**src/rtl/lpks_defs.svh**
```systemverilog
// constants for the long-press key shutdown block
// Behaviour
// RULE1: raise interrupt first, then request switch-off
// RULE2: hold time taken from duration-select field
// RULE3: policy 0: clear while held cancels switch-off
// RULE4: policy 0: uncleared flag while held powers off
// RULE5: policy 1 (default): no cancel while held
// RULE6: flag sticky until software clear or reset
`ifndef LPKS_DEFS_SVH
`define LPKS_DEFS_SVH

// *****************************************************
// hold duration choices (in slow-clock ticks, 32 kHz base)
// *****************************************************
`define LPKS_SEL_W 2
`define LPKS_CNT_W 20
`define LPKS_HOLD_0 20'h3E800
`define LPKS_HOLD_1 20'h5DC00
`define LPKS_HOLD_2 20'h7D000
`define LPKS_HOLD_3 20'h9C400

// *****************************************************
// delay between interrupt and switch-off request, in ticks
// *****************************************************
`define LPKS_OFF_DELAY 20'h00010

// *****************************************************
// reset values
// *****************************************************
`define LPKS_POLICY_RST 1'b1
`define LPKS_SEL_RST 2'h0

`endif

```
**src/rtl/lpks_pkg.sv**
```systemverilog
// types shared by the long-press key shutdown block
package lpks_pkg;
    // detector states
    typedef enum logic [1:0] {
        LPKS_IDLE,
        LPKS_COUNT,
        LPKS_FLAGGED,
        LPKS_WAIT_RELEASE
    } lpks_state_t;

    // configuration carried together
    typedef struct packed {
        logic [1:0] hold_duration_select;
        logic cancel_policy_select;
    } lpks_cfg_t;
endpackage

```
**src/rtl/lpks_top.sv**
```systemverilog
// long-press key detector requesting switch-off
`timescale 1ns/1ps
`include "lpks_defs.svh"
module lpks_top #(
    // counter width
    parameter int CNT_W = `LPKS_CNT_W,
    // hold choices in ticks, picked by the duration select
    parameter logic [CNT_W-1:0] HOLD_0 = `LPKS_HOLD_0,
    parameter logic [CNT_W-1:0] HOLD_1 = `LPKS_HOLD_1,
    parameter logic [CNT_W-1:0] HOLD_2 = `LPKS_HOLD_2,
    parameter logic [CNT_W-1:0] HOLD_3 = `LPKS_HOLD_3,
    // flag-to-request delay in ticks; keeps the flag ahead of the request
    parameter logic [CNT_W-1:0] OFF_DELAY = `LPKS_OFF_DELAY
) (
    // clock and reset
    input wire logic sys_clk,
    input wire logic rst_n,
    input wire logic clk_en,
    // key pin, active low
    input wire logic power_on_key_pin_n,
    // configuration
    input wire lpks_pkg::lpks_cfg_t cfg,
    // software clear of the key-hold interrupt, one-cycle pulse
    input wire logic irq_clear,
    // results
    output logic key_hold_irq,
    output logic switch_off_req
);
    // *****************************************************
    // state
    // *****************************************************
    lpks_pkg::lpks_state_t state; // detector state
    lpks_pkg::lpks_state_t next_state;
    logic flag; // sticky interrupt flag
    logic next_flag;
    logic off_req; // latched switch-off request
    logic next_off_req;
    logic key_held; // key pressed level
    logic hold_done; // hold time reached
    logic delay_done; // interrupt-to-off delay reached
    logic [CNT_W-1:0] limit; // selected hold time

    assign key_held = !power_on_key_pin_n;

    // decode the duration select into a tick count
    function automatic logic [CNT_W-1:0] hold_ticks(
        input logic [1:0] sel
    );
        unique case (sel)
            2'h0: hold_ticks = HOLD_0;
            2'h1: hold_ticks = HOLD_1;
            2'h2: hold_ticks = HOLD_2;
            2'h3: hold_ticks = HOLD_3;
        endcase
    endfunction

    // duration comes from the select field
    assign limit = hold_ticks(cfg.hold_duration_select); // RULE2

    // *****************************************************
    // timers
    // *****************************************************
    // counts key hold; restarts on release
    lpks_hold_timer #(.CNT_W(CNT_W)) u_hold (
        .sys_clk(sys_clk),
        .rst_n(rst_n),
        .clk_en(clk_en),
        .run(key_held && state == lpks_pkg::LPKS_COUNT),
        .limit(limit),
        .done(hold_done)
    );

    // delay from interrupt to switch-off so the flag leads
    lpks_hold_timer #(.CNT_W(CNT_W)) u_delay (
        .sys_clk(sys_clk),
        .rst_n(rst_n),
        .clk_en(clk_en),
        .run(state == lpks_pkg::LPKS_FLAGGED),
        .limit(OFF_DELAY),
        .done(delay_done)
    );

    // *****************************************************
    // control
    // *****************************************************
    // next state, flag and request
    always_comb begin
        next_state = state;
        next_flag = flag;
        next_off_req = off_req;
        // software clear; a new detection in the same cycle wins
        if (irq_clear) begin
            next_flag = 1'b0; // RULE6
        end
        unique case (state)
            lpks_pkg::LPKS_IDLE: begin
                if (key_held) begin
                    next_state = lpks_pkg::LPKS_COUNT;
                end
            end
            lpks_pkg::LPKS_COUNT: begin
                if (!key_held) begin
                    next_state = lpks_pkg::LPKS_IDLE;
                end else if (hold_done) begin
                    // interrupt first, switch-off later
                    next_flag = 1'b1; // RULE1 RULE6
                    next_state = lpks_pkg::LPKS_FLAGGED;
                end
            end
            lpks_pkg::LPKS_FLAGGED: begin
                if (!cfg.cancel_policy_select && irq_clear) begin
                    // cancel only while policy 0
                    next_state = lpks_pkg::LPKS_WAIT_RELEASE; // RULE3
                end else if (delay_done) begin
                    // policy 1 ignores clears; policy 0 uncleared
                    next_off_req = 1'b1; // RULE1 RULE4 RULE5
                    next_state = lpks_pkg::LPKS_WAIT_RELEASE;
                end
            end
            lpks_pkg::LPKS_WAIT_RELEASE: begin
                // no re-arm until the key is let go
                if (!key_held) begin
                    next_state = lpks_pkg::LPKS_IDLE;
                end
            end
        endcase
    end

    // register; request held until reset by the sequencer
    always_ff @(posedge sys_clk) begin
        if (!rst_n) begin
            state <= lpks_pkg::LPKS_IDLE;
            flag <= 1'b0; // RULE6
            off_req <= 1'b0;
        end else if (clk_en) begin
            state <= next_state;
            flag <= next_flag;
            off_req <= next_off_req;
        end
    end

    assign key_hold_irq = flag;
    assign switch_off_req = off_req;

    // *****************************************************
    // checks
    // *****************************************************
    property p_irq_before_off;
        @(posedge sys_clk) disable iff (!rst_n)
        $rose(off_req) |-> $past(state) == lpks_pkg::LPKS_FLAGGED;
    endproperty
    a_irq_before_off: assert property (p_irq_before_off) // RULE1
        else $error("switch-off without prior flag state");

    property p_flag_on_hold;
        @(posedge sys_clk) disable iff (!rst_n)
        (clk_en && state == lpks_pkg::LPKS_COUNT && key_held && hold_done)
        |=> flag && state == lpks_pkg::LPKS_FLAGGED;
    endproperty
    a_flag_on_hold: assert property (p_flag_on_hold) // RULE2
        else $error("hold reached but flag not raised");

    property p_cancel;
        @(posedge sys_clk) disable iff (!rst_n)
        (clk_en && state == lpks_pkg::LPKS_FLAGGED && irq_clear
         && !cfg.cancel_policy_select)
        |=> !off_req && state == lpks_pkg::LPKS_WAIT_RELEASE;
    endproperty
    a_cancel: assert property (p_cancel) // RULE3
        else $error("clear under policy 0 did not cancel");

    property p_execute;
        @(posedge sys_clk) disable iff (!rst_n)
        (clk_en && state == lpks_pkg::LPKS_FLAGGED && delay_done
         && !irq_clear) |=> off_req;
    endproperty
    a_execute: assert property (p_execute) // RULE4
        else $error("uncleared hold did not switch off");

    property p_no_cancel;
        @(posedge sys_clk) disable iff (!rst_n)
        (clk_en && state == lpks_pkg::LPKS_FLAGGED && delay_done
         && cfg.cancel_policy_select) |=> off_req;
    endproperty
    a_no_cancel: assert property (p_no_cancel) // RULE5
        else $error("policy 1 allowed a cancel");

    property p_sticky;
        @(posedge sys_clk) disable iff (!rst_n)
        (flag && !irq_clear) |=> flag;
    endproperty
    a_sticky: assert property (p_sticky) // RULE6
        else $error("flag dropped without clear");

    // the flag only rises out of a completed hold count
    property p_flag_from_hold;
        @(posedge sys_clk) disable iff (!rst_n)
        $rose(flag) |-> $past(state) == lpks_pkg::LPKS_COUNT
            && $past(hold_done);
    endproperty
    a_flag_from_hold: assert property (p_flag_from_hold) // RULE2
        else $error("flag rose without a completed hold");

    // a clear with no detection in the same cycle drops the flag
    property p_clear_drops;
        @(posedge sys_clk) disable iff (!rst_n)
        (clk_en && irq_clear
         && !(state == lpks_pkg::LPKS_COUNT && key_held && hold_done))
        |=> !flag;
    endproperty
    a_clear_drops: assert property (p_clear_drops) // RULE6
        else $error("clear did not drop the flag");

    // detection and clear in one cycle: the set wins
    property p_set_wins;
        @(posedge sys_clk) disable iff (!rst_n)
        (clk_en && irq_clear && state == lpks_pkg::LPKS_COUNT
         && key_held && hold_done) |=> flag;
    endproperty
    a_set_wins: assert property (p_set_wins) // RULE6
        else $error("clear beat a detection in the same cycle");

    // policy 1 leaves the flagged state only with a request
    property p_policy1_holds;
        @(posedge sys_clk) disable iff (!rst_n)
        (clk_en && state == lpks_pkg::LPKS_FLAGGED
         && cfg.cancel_policy_select)
        |=> state == lpks_pkg::LPKS_FLAGGED || off_req;
    endproperty
    a_policy1_holds: assert property (p_policy1_holds) // RULE5
        else $error("policy 1 left flagged state without request");

    // once raised, the request stays up until reset
    property p_off_sticky;
        @(posedge sys_clk) disable iff (!rst_n)
        off_req |=> off_req;
    endproperty
    a_off_sticky: assert property (p_off_sticky) // RULE4
        else $error("switch-off request dropped before reset");

    // a low enable freezes state, flag and request, so holds stretch
    property p_frozen;
        @(posedge sys_clk) disable iff (!rst_n)
        !clk_en |=> $stable(state) && $stable(flag) && $stable(off_req);
    endproperty
    a_frozen: assert property (p_frozen) // RULE2
        else $error("state moved while the enable was low");
endmodule

```
**src/rtl/lpks_hold_timer.sv**
```systemverilog
// hold-time counter with selectable limit
`timescale 1ns/1ps
`include "lpks_defs.svh"
module lpks_hold_timer #(
    parameter int CNT_W = `LPKS_CNT_W
) (
    // clock and reset
    input wire logic sys_clk,
    input wire logic rst_n,
    input wire logic clk_en,
    // control
    input wire logic run,
    input wire logic [CNT_W-1:0] limit,
    // status
    output logic done
);
    logic [CNT_W-1:0] count; // ticks while running
    logic [CNT_W-1:0] next_count;

    // count while run, restart when run drops; saturate at limit
    always_comb begin
        next_count = count;
        if (!run) begin
            next_count = '0;
        end else if (count < limit) begin
            next_count = count + 1'b1;
        end
    end

    always_ff @(posedge sys_clk) begin
        if (!rst_n) begin
            count <= '0;
        end else if (clk_en) begin
            count <= next_count;
        end
    end

    // done once the limit is reached while still running
    assign done = run && (count >= limit);
endmodule

```
**config.mk**
```make
export PLATFORM = sky130hd
export DESIGN_NAME = lpks_top
export DESIGN_NICKNAME = d
export VERILOG_FILES = /design/src/rtl/lpks_pkg.sv /design/src/rtl/lpks_top.sv /design/src/rtl/lpks_hold_timer.sv
export VERILOG_INCLUDE_DIRS = /design/src /design/src/rtl
export SDC_FILE = /design/constraint.sdc
export NUM_CORES = 1
export LEC_CHECK = 0
export BUFFER_PORTS_ARGS = -buffer_cell sky130_fd_sc_hd__buf_2
export CORE_MARGIN = 5
export CORE_UTILIZATION = 30
export DETAILED_ROUTE_END_ITERATION = 8
export MAX_ROUTING_LAYER = met4
export SLEW_MARGIN = 20
export SYNTH_ARGS = -nofsm -noshare
export SYNTH_HDL_FRONTEND = slang
export SYNTH_SLANG_ARGS = --single-unit
```
**constraint.sdc**
```tcl
create_clock -name sys_clk -period 2.7 [get_ports sys_clk]
set_input_delay 0.27 -clock sys_clk [delete_from_list [all_inputs] [get_ports sys_clk]]
set_output_delay 0.27 -clock sys_clk [all_outputs]
set_load 0.02 [all_outputs]
```
# --- Word level (Yosys, flattened, before mapping) ---
# Cells that the tools add are included.
word_totals:
  out_inout_bits: 2
  ff_bits: 44
  word_cells: 52
  in_bits: 8
op_classes:
  reduce_logical: 12
  n_bitwise: 1
  add_sub_neg: 2
  eq_ne: 12
  order_cmp: 4
  mux: 16
op_table:
  columns: ["op", "count"]
  rows:
  - ["two-way mux 20 bit", 4]
  - ["one-hot mux 20 bit (4 select lines)", 1]
  - ["adder 20 x 1 -> 20 bit, second input constant", 2]
  - ["greater-or-equal comparator 20 bit", 1]
  - ["greater-or-equal comparator 20 x 5 -> 1 bit, second input constant", 1]
  - ["less-than comparator 20 bit", 1]
  - ["less-than comparator 20 x 5 -> 1 bit, second input constant", 1]
  - ["two-way mux 2 bit", 6]
  - ["equality test 2 bit, second input constant", 4]
  - ["inequality test 2 bit, second input constant", 4]
  - ["one-hot mux 2 bit (4 select lines)", 1]
  - ["inequality test 3 bit, second input constant", 2]
  - ["AND reduction 5 bit", 1]
  - ["equality test 2 x 1 -> 1 bit, second input constant", 2]
  - ["logical AND 1 bit", 4]
  - ["logical NOT 2 bit", 2]
  - ["two-way mux 1 bit", 4]
  - ["AND reduction 2 bit", 2]
  - ["AND reduction 4 bit", 1]
  - ["logical NOT 1 bit", 2]
  - ["inverter 1 bit", 1]

# --- Logic depth before layout (Yosys ltp) ---
# Gate-level depths: netlist (run 1).
logic_depth:
  word_depth: 7
  ltp_mapped: 11

# --- Cells and area by module ---
# From an unflattened synthesis (run 1), not the netlist that was laid out.
unflattened:
  cells_unflattened: 475
  area_unflattened_um2: 3726.1
by_module_without_submodules:
  columns: ["mod", "instances", "seq_area_each_um2", "cells_each", "area_each_um2"]
  rows:
  - ["lpks_hold_timer", 2, 400.4, 220, 1717.9]
  - ["lpks_top", 1, 80.1, 35, 290.3]

# --- Worst setup path after synthesis (run 1) ---
# No wires, ideal clock.
synth_path:
  path_type: "input to register"
  from: "input port cfg[1] (netlist bit)"
  to: "register u_hold.count[8]"
  path_buffers: 1
  stages: 11
  required_ns: 2.628
  slack_ns: 0.350
  t_arrival_ns: 2.278
  setup_ns: 0.072
  cell_sequence: "inv_1 > ha_1 > nor2_1 > ha_1 > nor2b_1 > o21bai_1 > a211oi_2 > or2_1 > clkbuf_1 > or4_1 > a21oi_1"
synth_between:
  elab_chain_len: 5
synth_rtl:
  columns: ["element", "line_no", "text"]
  rows:
  - ["start, declared", "lpks_top.sv:22", "input wire lpks_pkg::lpks_cfg_t cfg,"]
  - ["equality test 2 bit, or another cell as far along", "lpks_top.sv:49", "unique case (sel)"]
  - ["one-hot mux 20 bit (4 select lines) *", "lpks_top.sv:49", null]
  - ["less-than comparator 20 bit *", "lpks_hold_timer.sv:25", "end else if (count < limit) begin"]
  - ["inequality test 2 bit (no line) *", null, null]
  - ["AND reduction 2 bit (no line) *", null, null]
  - ["end signal, assigned", "lpks_hold_timer.sv:34", "count <= next_count;"]
  - ["end, declared", "lpks_hold_timer.sv:17", "logic [CNT_W-1:0] count;"]
# Every way passes the cells marked *; elsewhere a longest branch is shown, timed or not. The select of a mux whose other input is x is not followed.
# A chain may end at the register's enable or synchronous reset.

# --- Worst setup path in the final report (run 1) ---
layout_path:
  from: "input port cfg[1] (netlist bit)"
  to: "register u_hold.count[5]"
# Same word-level chain as after synthesis.

==> results.md, run 1 <==
* Slew at the pin closest to its max-slew limit at 0.585 ns
* Number of synthesis warnings at 0
* Clock Pin Slew Worst Setup and Hold Paths at 0.08 ns
* Class of the tightest hold or removal check: in -> reg
* Net Switching at 0.294 mW
* Portion of the clock cycle consumed by the worst path in the final layout at 0.828
* Ratio of total power to cell area at 515 mW/mm²
* Overall power at 1.25 mW
* Routability cong. at 0.909
* Critical Setup Path Class: in -> reg
* Cell at the root of the clock tree: sky130_fd_sc_hd__clkbuf_8
* Layout cell share with drive strength beyond 1 at 0.0981
* Die outline area at 0.00902 mm²
* Min setup slack post-route at 0.465 ns
* Top-area cell type share of the netlist area at 0.407
* Routed length per placed instance at 11.8 µm
* Highest-delay cell along the critical path: sky130_fd_sc_hd__or4_1
* HPWL reported at the end of detailed placement at 3090 µm
* RSZ-0062 raised after global routing: false
* Sinks on the clock net at 44
* CP startpoint kind: input pin
* Part of the Yosys area used for sequential elements at 0.407
* Number of antenna violations at the first check in global routing at 0
* Overall routed net length at 4300 µm
* Post-synth EDFFs at 0
* Max-cap violation count at 0
* Worst Clk Skew at 0.00894 ns
* Global-route usage over all layers at 0.110
* Summed instance area of the synthesized netlist at 0.00217 mm²
* Synth top area cells: sky130_fd_sc_hd__dfxtp_1 (41%), sky130_fd_sc_hd__ha_1 (8.1%), sky130_fd_sc_hd__xnor2_1 (5.7%)
* Global route total overflow at 0
* Element type at the critical path end: flip-flop
* Proportion of total power due to net switching at 0.234
* Number of unique standard cell types used by synthesis at 39
* Final std cells w/o fill at 364
* VDD IR-drop max at 0.000215 V
* Number of antenna cells inserted at 0
* Register bit total from synthesis at 44
* Clock tree from TritonCTS: built
* Net count reported at finish at 286
* Pins Over Slew Limit at 0
* Number of nets produced by synthesis at 276
* Int Pwr at 0.961 mW
* Placed insts at 356
* DRC Markers at 0
* Leakage at 0.945 nW
* Status: complete, no violations
* DRT antenna net count at 0
* Starting density of the core at 0.303
* Post-CTS Setup Inserts at 0
* Count of pins on the block boundary at 10
* Shortest period the worst path allows at 2.23 ns
* Instance count of the mapped netlist at 254
* Vias per Instance at 4.87
* Dominant synthesized flop cell: sky130_fd_sc_hd__dfxtp_1
* Std-Cell Rows at 31
* Final number of hold-violating endpoints at 0
* Number of buffers inserted for hold repair after clock tree synthesis at 0
* First-pass GRT wire length at 7600 µm
* Port bufs at 9
* CTS Buf Count at 5
* Max FO, Critical Path at 8
* Cell-by-cell listing of the critical path: buf_2 > inv_1 > ha_1 > nor2_1 > ha_1 > nor2b_1 > o21bai_1 > a211oi_2 > or2_1 > or4_1 > a21oi_1
* Synth-to-Final Area Change at 12.5%
* Relative contribution of sequential cells to total power at 0.525
* Relative slew margins at 0.607
* Number of search-and-repair iterations in the first detailed-routing pass at 4
* Clock power frac at 0.412
* CTS Buffer Depth at 2
* Via count of the first global-routing pass at 1659
* Pre-CTS worst setup slack at 0.155 ns
* Core Footprint at 0.00714 mm²
* Async set or reset register ratio after synthesis at 0
* CP Data Arrival Time at 2.47 ns
* Worst EP required at 2.93 ns
* Final hold slack at 0.282 ns
* Die width at 95.0 µm
* Combinational share of power at 0.063
* Number of resized instances in the post-cts repair step at 0
* Count of endpoints failing setup in the final report at 0
* Clock latency reported for the late side of the worst-skew pair at 0.30 ns
* CTS H-Tree Depth at 2
* Starting DRC count in detailed routing at 112
* Yosys top cell by area: sky130_fd_sc_hd__dfxtp_1
* Mean instance size in the synthesized netlist at 8.53 µm²
* Pin count of the biggest net entering global routing at 29
* Slowest cell delay on critical path at 0.52 ns
* Most Frequent Cell on Critical Path: sky130_fd_sc_hd__ha_1
* Total via count in the routed design at 1773
* Highest clock frequency the design can meet at 447 MHz
* Sum of negative setup slack at 0 ns
* Overall die height at 95.0 µm
==> flip-flops by register name, indices dropped and copies added, names as in the netlist, named ones only <==
signal / flops
u_hold.count: 20
switch_off_req: 1
key_hold_irq: 1
u_delay.count: 20
state: 1
==> worst max-delay path: cells and delay by family <==
kind	cells	cell delay (ns)
compound gates	3	0.48
simple gates	4	1.09
buf+inv	2	0.18
fa+ha+maj	2	0.44
==> cells in the mapped netlist (5+ instances only) <==
| cell | instances |
|---|---|
| sky130_fd_sc_hd__nand4_1 | 10 |
| sky130_fd_sc_hd__nor2_1 | 23 |
| sky130_fd_sc_hd__nor4_1 | 12 |
| sky130_fd_sc_hd__a21oi_1 | 8 |
| sky130_fd_sc_hd__nor3_1 | 5 |
| sky130_fd_sc_hd__ha_1 | 14 |
| sky130_fd_sc_hd__inv_1 | 17 |
| sky130_fd_sc_hd__and3_1 | 15 |
| sky130_fd_sc_hd__or4_1 | 7 |
| sky130_fd_sc_hd__nand3_1 | 15 |
| sky130_fd_sc_hd__clkbuf_1 | 7 |
| sky130_fd_sc_hd__o21ai_0 | 5 |
| sky130_fd_sc_hd__nand2_1 | 21 |
| sky130_fd_sc_hd__dfxtp_1 | 44 |
| sky130_fd_sc_hd__xnor2_1 | 14 |
==> path summary, 6_finish.rpt <==
kind / depth (start not counted) / slack [ns] / startpoint / to
worst min-delay path: 4 / 0.28 / irq_clear / key_hold_irq$_SDFFE_PN0P_
worst max register to register: 7 / 0.49 / u_hold.count[11]$_SDFFE_PN0P_ / u_hold.count[5]$_SDFFE_PN0P_
worst min register to register: 2 / 0.48 / key_hold_irq$_SDFFE_PN0P_ / key_hold_irq$_SDFFE_PN0P_
worst max-delay path: 11 / 0.47 / cfg[1] / u_hold.count[5]$_SDFFE_PN0P_
==> cells in the final DEF (no fill, tap or decap), drive strengths merged, types with 4 or more instances in the layout <==
master,synthesis,final
nor4,13,13
nor3,5,5
nand2,21,21
clkbuf,7,5
ha,14,14
or4,7,7
a21oi,8,8
nor2b,4,4
buf,2,12
o21ai,5,5
and3,15,15
inv,17,17
nor2,23,23
xnor2,14,14
dfxtp,44,44
nand4,10,10
nand3,15,15
==> per-stage QoR <==
stage / utilization / area [µm²]
6_report: 0.342 / 2440
5_1_grt: 0.342 / 2440
4_1_cts: 0.342 / 2440
3_5_place_dp: 0.325 / 2320
3_3_place_gp: 0.325 / 2320
2_1_floorplan: - / 2170
==> power groups by stage <==
stage | sequential, mW | clock [mW] | combinational [mW]
after floorplan | 0.673 | 0 | 0.0567
after global placement | 0.674 | 0 | 0.0785
after detailed placement | 0.674 | 0 | 0.0797
after CTS | 0.659 | 0.529 | 0.0797
after global routing | 0.660 | 0.556 | 0.0918
final | 0.659 | 0.517 | 0.0787
==> layout make-up <==
| cell class | instances | area, µm² |
|---|---|---|
| clock buffer | 5 | 68.8 |
| clock inverter | 3 | 47.5 |
| fill | 779 | 4700 |
| inverter | 17 | 63.8 |
| multi-input combinational | 184 | 1180 |
| sequential | 44 | 881 |
| tap | 99 | 124 |
| timing repair buffer | 12 | 67.6 |
==> kinds of logic after synthesis <==
logic type,Yosys count,share of synthesized area
AOI/OAI and AO/OA,28,0.0867
xor gates and xnor gates,16,0.0647
adders and majority gates,14,0.0809
buffers and inverters,26,0.0462
DFF,44,0.407
and+or+nand+nor,126,0.315
==> layer usage <==
metal / vias to the layer above / share of wire / GRT usage
met5: - / 0 / -
met4: 0 / 0.014 / 0.0373
met3: 6 / 0.039 / 0.0311
met2: 19 / 0.44 / 0.160
met1: 830 / 0.51 / 0.144
li1: 918 / - / -
(Power assumes the default switching activity.)
==> run 2, diff against run 1 <==
clock period = 2 ns   (was 2.7 ns; I/O delays follow)
==> results.md, run 2 (synthesis results as in run 1) <==
* Number of search-and-repair iterations in the first detailed-routing pass at 4 (unchanged)
* Leakage at 1.13 nW (+20%)
* CTS Buffer Depth at 2 (unchanged)
* Vias per Instance at 4.80 (-1.5%)
* CP Data Arrival Time at 2.16 ns (-0.31 ns)
* Highest clock frequency the design can meet at 507 MHz
* Overall routed net length at 4970 µm (+16%)
* First-pass GRT wire length at 8160 µm (+7.4%)
* HPWL reported at the end of detailed placement at 3490 µm (+13%)
* Sum of negative setup slack at 0 ns (unchanged)
* Placed insts at 385 (+8.1%)
* Clock Pin Slew Worst Setup and Hold Paths at 0.09 ns (about the same)
* Relative slew margins at 0.779 (+0.172)
* Cell at the root of the clock tree: sky130_fd_sc_hd__clkbuf_8
* DRC Markers at 0 (unchanged)
* Starting density of the core at 0.303 (unchanged)
* Number of buffers inserted for hold repair after clock tree synthesis at 0 (unchanged)
* Final Instance Area at 0.00292 mm² (+20%)
* Critical Setup Path Class: reg -> reg
* Worst Clk Skew at 0.00150 ns (-0.00745 ns)
* Number of antenna cells inserted at 0 (unchanged)
* Layout cell share with drive strength beyond 1 at 0.313 (+0.215)
* Placed inst area at 0.00259 mm² (+12%)
* Global route total overflow at 0 (unchanged)
* Portion of the clock cycle consumed by the worst path in the final layout at 0.986
* Count of pins on the block boundary at 10 (unchanged)
* Count of endpoints failing setup in the final report at 0 (unchanged)
* Std-Cell Rows at 31 (unchanged)
* VDD IR-drop max at 0.000246 V (+14%)
* Min setup slack post-route at 0.0272 ns (-0.438 ns)
* Starting DRC count in detailed routing at 102 (-8.9%)
* Via count of the first global-routing pass at 1863 (+12%)
* Min-delay src: irq_clear
* DRT antenna net count at 0 (unchanged)
* Sinks on the clock net at 44 (unchanged)
* Final number of hold-violating endpoints at 0 (unchanged)
* Die width at 95.0 µm (unchanged)
* Final std cells w/o fill at 399 (+9.6%)
* Number of antenna violations at the first check in global routing at 0 (unchanged)
* CTS Buf Count at 5 (unchanged)
* Routed length per placed instance at 12.5 µm (+5.5%)
* CP Launch Point: u_hold.count[7]$_SDFFE_PN0P_
* Commonest non-fill, non-tap cells in the layout: sky130_fd_sc_hd__dfxtp_1 (38), sky130_fd_sc_hd__buf_4 (38), sky130_fd_sc_hd__nor2_1 (22)
* Die outline area at 0.00902 mm² (unchanged)
* Total via count in the routed design at 1915 (+8.0%)
* Max FO, Critical Path at 3 (-5)
* Worst EP required at 2.19 ns (-0.74 ns)
* Pre-CTS worst setup slack at -0.374 ns (-0.528 ns)
* Registers with the most flip-flops: u_delay.count x20, u_hold.count x20
* Status: complete, no violations
* Overall die height at 95.0 µm (unchanged)
* Net count reported at finish at 321 (+12%)
* Pin count of the biggest net entering global routing at 18 (-38%)
* Routability cong. at 0.782 (-14%)
* Max-cap violation count at 0 (unchanged)
* CP startpoint kind: flip-flop
* Slew at the pin closest to its max-slew limit at 0.329 ns (-0.256 ns)
* Synth-to-Final Area Change at 34.6%
* Shortest period the worst path allows at 1.97 ns
* Critical R2R Launch: u_hold.count[7]$_SDFFE_PN0P_
* Clock latency reported for the late side of the worst-skew pair at 0.29 ns (about the same)
* Core Footprint at 0.00714 mm² (unchanged)
* Clock tree from TritonCTS: built
* Element type at the critical path end: flip-flop
* Pins Over Slew Limit at 0 (unchanged)
* CTS H-Tree Depth at 2 (unchanged)
* Port bufs at 9 (unchanged)
* Ratio of total power to cell area at 599 mW/mm² (+16%)
* Final hold slack at 0.213 ns (-0.0689 ns)
* Global-route usage over all layers at 0.115 (+0.00562)
* Class of the tightest hold or removal check: in -> reg
-- run 2: cell types whose count changed in the layout (fill, tap and decap cells not counted), sizes merged --
| cell | before | now |
|---|---|---|
| buf | 12 | 47 |
| clkinv | 2 | 0 |
| clkinvlp | 0 | 1 |
| inv | 17 | 18 |
-- run 2: worst max-delay path, cell delays in order (launching register included) --
cell and delay, ns:
sky130_fd_sc_hd__dfxtp_2 0.33, sky130_fd_sc_hd__or4_4 0.55, sky130_fd_sc_hd__or4_4 0.51, sky130_fd_sc_hd__a31oi_4 0.19, sky130_fd_sc_hd__nor3_4 0.07, sky130_fd_sc_hd__nor3b_2 0.15, sky130_fd_sc_hd__a21oi_1 0.07
-- run 2: area by class of cell --
cell class	count	area, µm²
clock buffer	5	68.8
sequential	44	888
multi-input combinational	184	1370
tap	99	124
fill	732	4220
inverter	17	76.3
clock inverter	3	46.3
timing repair buffer	47	343
-- run 2: metal layers --
| metal | global-route usage | vias to the layer above | part of all wire |
|---|---|---|---|
| li1 | - | 986 | - |
| met1 | 0.139 | 898 | 0.47 |
| met2 | 0.196 | 24 | 0.50 |
| met3 | 0.0271 | 7 | 0.024 |
| met4 | 0.0252 | 0 | 0.011 |
| met5 | - | - | 0 |
-- run 2: through the flow --
step,total power [mW],util
after global routing,1.82,0.408
after detailed placement,1.04,0.363
after floorplan,0.993,-
after global placement,1.04,0.363
after CTS,1.76,0.388
final,1.75,0.408
-- run 2: final timing paths --
kind         cells past startpoint  slack [ns]                             to
max                              6        0.03          state[0]$_SDFFE_PN0P_
min                              4        0.21      key_hold_irq$_SDFFE_PN0P_
max reg2reg                      6        0.03          state[0]$_SDFFE_PN0P_
min reg2reg                      2        0.47  u_delay.count[4]$_SDFFE_PN0P_
-- run 2: report_power, final --
group          internal [mW]  leakage, nW  switching (mW)  total (mW)
sequential             0.881        0.358         0.00566       0.887
combinational         0.0694        0.716          0.0892       0.159
clock                  0.376       0.0548           0.323       0.699
-- run 2: what timing repair did --
action                     CTS  global route
gates resized for setup     12            26
buffers inserted             1             5
pin swaps                    8            11
setup endpoints to repair    6            12
==> run 3, diff against run 2 <==
ABC_AREA = 1   (was default)
CTS_BUF_LIST = sky130_fd_sc_hd__clkbuf_4   (was default)
==> results.md, run 3 <==
* Status: complete, no violations
* CTS H-Tree Depth at 2 (unchanged)
* Post-synth EDFFs at 0 (unchanged)
* Worst EP required at 2.29 ns (+0.10 ns)
* Count of endpoints failing setup in the final report at 0 (unchanged)
* Net Switching at 0.394 mW (-5.6%)
* VDD IR-drop max at 0.000364 V (+48%)
* Vias per Instance at 4.58 (-4.5%)
* HPWL reported at the end of detailed placement at 4090 µm (+17%)
* Fill cell instance count of the final layout at 831 (+14%)
* Starting density of the core at 0.308 (+0.00417)
* Relative slew margins at 0.695 (-0.0835)
* Clock latency reported for the late side of the worst-skew pair at 0.36 ns (+0.07 ns)
* Placed insts at 463 (+20%)
* Worst r2r dst: u_hold.count[19]$_SDFFE_PN0P_
* Total via count in the routed design at 2158 (+13%)
* Most used standard cell by instance count after synthesis: sky130_fd_sc_hd__nand2_1
* Layout cell share with drive strength beyond 1 at 0.136 (-0.178)
* Dominant synthesized flop cell: sky130_fd_sc_hd__dfxtp_1
* Max FO, Critical Path at 12 (+9)
* Instance count of the mapped netlist at 345 (+36%)
* RSZ-0062 raised after global routing: false
* Max-cap violation count at 0 (unchanged)
* Shortest period the worst path allows at 1.78 ns (-0.193 ns)
* Die width at 99.0 µm (+4.3%)
* Number of antenna violations at the first check in global routing at 0 (unchanged)
* Die outline area at 0.00980 mm² (+8.7%)
* Pin count of the biggest net entering global routing at 17 (-1)
* CP Launch Point: u_hold.count[13]$_SDFFE_PN0P_
* Summed instance area of the synthesized netlist at 0.00238 mm² (+9.8%)
* CP startpoint kind: flip-flop
* Final std cells w/o fill at 471 (+18%)
* Final number of hold-violating endpoints at 0 (unchanged)
* Sinks on the clock net at 44 (unchanged)
* Slew at the pin closest to its max-slew limit at 0.457 ns (+0.128 ns)
* Global-route usage over all layers at 0.116 (+0.00101)
* Class of the tightest hold or removal check: in -> reg
* Number of unique standard cell types used by synthesis at 33 (-15%)
* Highest clock frequency the design can meet at 562 MHz (+11%)
* Wire length on met1 at 2550 µm (+9.6%)
* Number of nets produced by synthesis at 367 (+33%)
* Part of the Yosys area used for sequential elements at 0.371 (-0.0362)
* WL met3 at 207 µm (+71%)
* Overall routed net length at 5200 µm (+4.6%)
* Ratio of total power to cell area at 583 mW/mm² (-2.6%)
* Net count reported at finish at 390 (+21%)
* Element type at the critical path end: flip-flop
* Reg-to-reg slack, setup at 0.22 ns (+0.19 ns)
* Critical R2R Launch: u_hold.count[13]$_SDFFE_PN0P_
* Number of search-and-repair iterations in the first detailed-routing pass at 4 (unchanged)
* DRT antenna net count at 0 (unchanged)
* R2R cell count at 11 (+5)
* Via count of the first global-routing pass at 2102 (+13%)
* Top-area cell type share of the netlist area at 0.371 (-0.0362)
* Mean instance size in the synthesized netlist at 6.89 µm² (-19%)
* Combinational share of power at 0.071 (-0.020)
* Commonest non-fill, non-tap cells in the layout: sky130_fd_sc_hd__nand2_1 (70), sky130_fd_sc_hd__inv_1 (54), sky130_fd_sc_hd__nor2_1 (48)
* Int Pwr at 1.19 mW (-11%)
* Registers with the most flip-flops: u_delay.count x20, u_hold.count x20
* Portion of the clock cycle consumed by the worst path in the final layout at 0.890 (-0.0966)
* Clock Pin Slew Worst Setup and Hold Paths at 0.14 ns (+0.05 ns)
* Relative contribution of sequential cells to total power at 0.560 (+0.052)
* Routed length per placed instance at 11.0 µm (-11%)
* Clock power frac at 0.369 (-0.032)
* Placed inst area at 0.00262 mm² (+1.0%)
* Overall die height at 99.0 µm (+4.3%)
* Synth top area cells: sky130_fd_sc_hd__dfxtp_1 (37%), sky130_fd_sc_hd__nand2_1 (11%), sky130_fd_sc_hd__inv_1 (8.5%)
* Cell at the root of the clock tree: sky130_fd_sc_hd__clkbuf_4
* Final hold slack at 0.113 ns (-0.100 ns)
* Leakage at 1.09 nW (-3.1%)
* Starting DRC count in detailed routing at 140 (+37%)
* Routed met2 length at 2370 µm (-4.0%)
* Std-Cell Rows at 32 (+3.2%)
* Async set or reset register ratio after synthesis at 0 (unchanged)
* DRC Markers at 0 (unchanged)
* Count of pins on the block boundary at 10 (unchanged)
* Yosys top cell by area: sky130_fd_sc_hd__dfxtp_1
* CP Data Arrival Time at 2.07 ns (-0.09 ns)
* Final Instance Area at 0.00271 mm² (-6.9%)
* Number of antenna cells inserted at 0 (unchanged)
* CTS Buf Count at 5 (unchanged)
* Worst Clk Skew at 0.00860 ns (+0.00710 ns)
* Synth-to-Final Area Change at 14.2%
* Register bit total from synthesis at 44 (unchanged)
* Proportion of total power due to net switching at 0.249 (+0.00981)
* Top cells by instance count after synthesis: sky130_fd_sc_hd__nand2_1 (70), sky130_fd_sc_hd__inv_1 (54), sky130_fd_sc_hd__nor2_1 (49)
* Global route total overflow at 0 (unchanged)
* CTS Buffer Depth at 2 (unchanged)
* Clock tree from TritonCTS: built
* First-pass GRT wire length at 9320 µm (+14%)
* Sum of negative setup slack at 0 ns (unchanged)
* Leading cell type in the layout, fill and taps excluded: sky130_fd_sc_hd__nand2_1
* Core Footprint at 0.00773 mm² (+8.3%)
* Routability cong. at 0.860 (+10%)
* Top Metal Used: met4
* Worst Setup EP: u_hold.count[19]$_SDFFE_PN0P_
* Port bufs at 9 (unchanged)
* Pins Over Slew Limit at 0 (unchanged)
* Critical Setup Path Class: reg -> reg
* Number of synthesis warnings at 0 (unchanged)
* Post-CTS Setup Inserts at 0 (-1)
-- run 3: cell count changes after synthesis, moves of 12 or more --
| cell | before | now |
|---|---|---|
| sky130_fd_sc_hd__nor2_1 | 23 | 49 |
| sky130_fd_sc_hd__nor3_1 | 5 | 18 |
| sky130_fd_sc_hd__inv_1 | 17 | 54 |
| sky130_fd_sc_hd__nor4_1 | 12 | 0 |
| sky130_fd_sc_hd__and3_1 | 15 | 0 |
| sky130_fd_sc_hd__nand2_1 | 21 | 70 |
| sky130_fd_sc_hd__xnor2_1 | 14 | 2 |
| sky130_fd_sc_hd__a21oi_1 | 8 | 22 |
-- run 3: what timing repair did --
action	CTS	global route
hold buffers	0	0
setup endpoints to repair	0	15
gates resized for setup	0	5
-- run 3: power groups by stage --
stage	clock, mW	combinational [mW]	sequential, mW
2_1_floorplan	0	0.0719	0.904
5_1_grt	0.635	0.130	0.888
3_3_place_gp	0	0.109	0.905
3_5_place_dp	0	0.111	0.905
6_report	0.584	0.112	0.886
4_1_cts	0.600	0.110	0.886
-- run 3: logic make-up (layout without fill, tap and decap cells) --
| group | count (synthesis) | in the layout | synth area share |
|---|---|---|---|
| and+or+nand+nor | 176 | 176 | 0.336 |
| DFF | 44 | 44 | 0.371 |
| xor gates and xnor gates | 4 | 4 | 0.0147 |
| adders and majority gates | 14 | 14 | 0.0737 |
| buffers and inverters | 64 | 88 | 0.106 |
| AOI/OAI and AO/OA | 43 | 43 | 0.0990 |
-- run 3: metrics by stage --
step	worst slack [ns]	util	total power, mW
after floorplan	0.248	-	0.976
after global placement	-0.0295	0.338	1.01
after detailed placement	-0.137	0.338	1.02
after CTS	0.0712	0.349	1.60
after global routing	0.0336	0.351	1.65
final	0.220	0.351	1.58
-- run 3: worst min path at each step --
stage | start | end | slack, ns | cells after the start
floorplan | rst_n | u_hold.count[0]$_SDFFE_PN0P_ | 0.34 | 2
global placement | u_delay.count[10]$_SDFFE_PN0P_ | u_delay.count[10]$_SDFFE_PN0P_ | 0.42 | 2
detailed placement | u_delay.count[10]$_SDFFE_PN0P_ | u_delay.count[10]$_SDFFE_PN0P_ | 0.43 | 2
CTS | rst_n | u_hold.count[0]$_SDFFE_PN0P_ | 0.10 | 3
global route | rst_n | state[0]$_SDFFE_PN0P_ | 0.14 | 3
finish | rst_n | u_hold.count[0]$_SDFFE_PN0P_ | 0.11 | 3
-- run 3: final cells by class --
cell class	count	area, µm²	area share
flip-flops and latches	44	885	0.326
repair buffers	22	143	0.0526
clock inverters	3	46.3	0.0171
inverters	58	219	0.0807
well taps	102	128	0.0470
clock buffers	5	37.5	0.0138
multi-input cells	237	1260	0.463
-- run 3: worst max-delay path, cell delays in order, from the launching register on --
cell and delay, ns:
sky130_fd_sc_hd__dfxtp_2 0.38, sky130_fd_sc_hd__ha_1 0.32, sky130_fd_sc_hd__nand2_1 0.08, sky130_fd_sc_hd__nor2_1 0.04, sky130_fd_sc_hd__nand2_1 0.08, sky130_fd_sc_hd__nor2_1 0.05
sky130_fd_sc_hd__nor2_2 0.14, sky130_fd_sc_hd__nand2_2 0.11, sky130_fd_sc_hd__nand2_8 0.13, sky130_fd_sc_hd__buf_4 0.15, sky130_fd_sc_hd__nand4_1 0.09, sky130_fd_sc_hd__a21oi_1 0.15
-- run 3: layer usage --
layer	global-route usage	vias up
li1	-	1157
met2	0.190	33
met3	0.0234	10
met4	0.0231	0
met5	-	-
met1	0.149	958
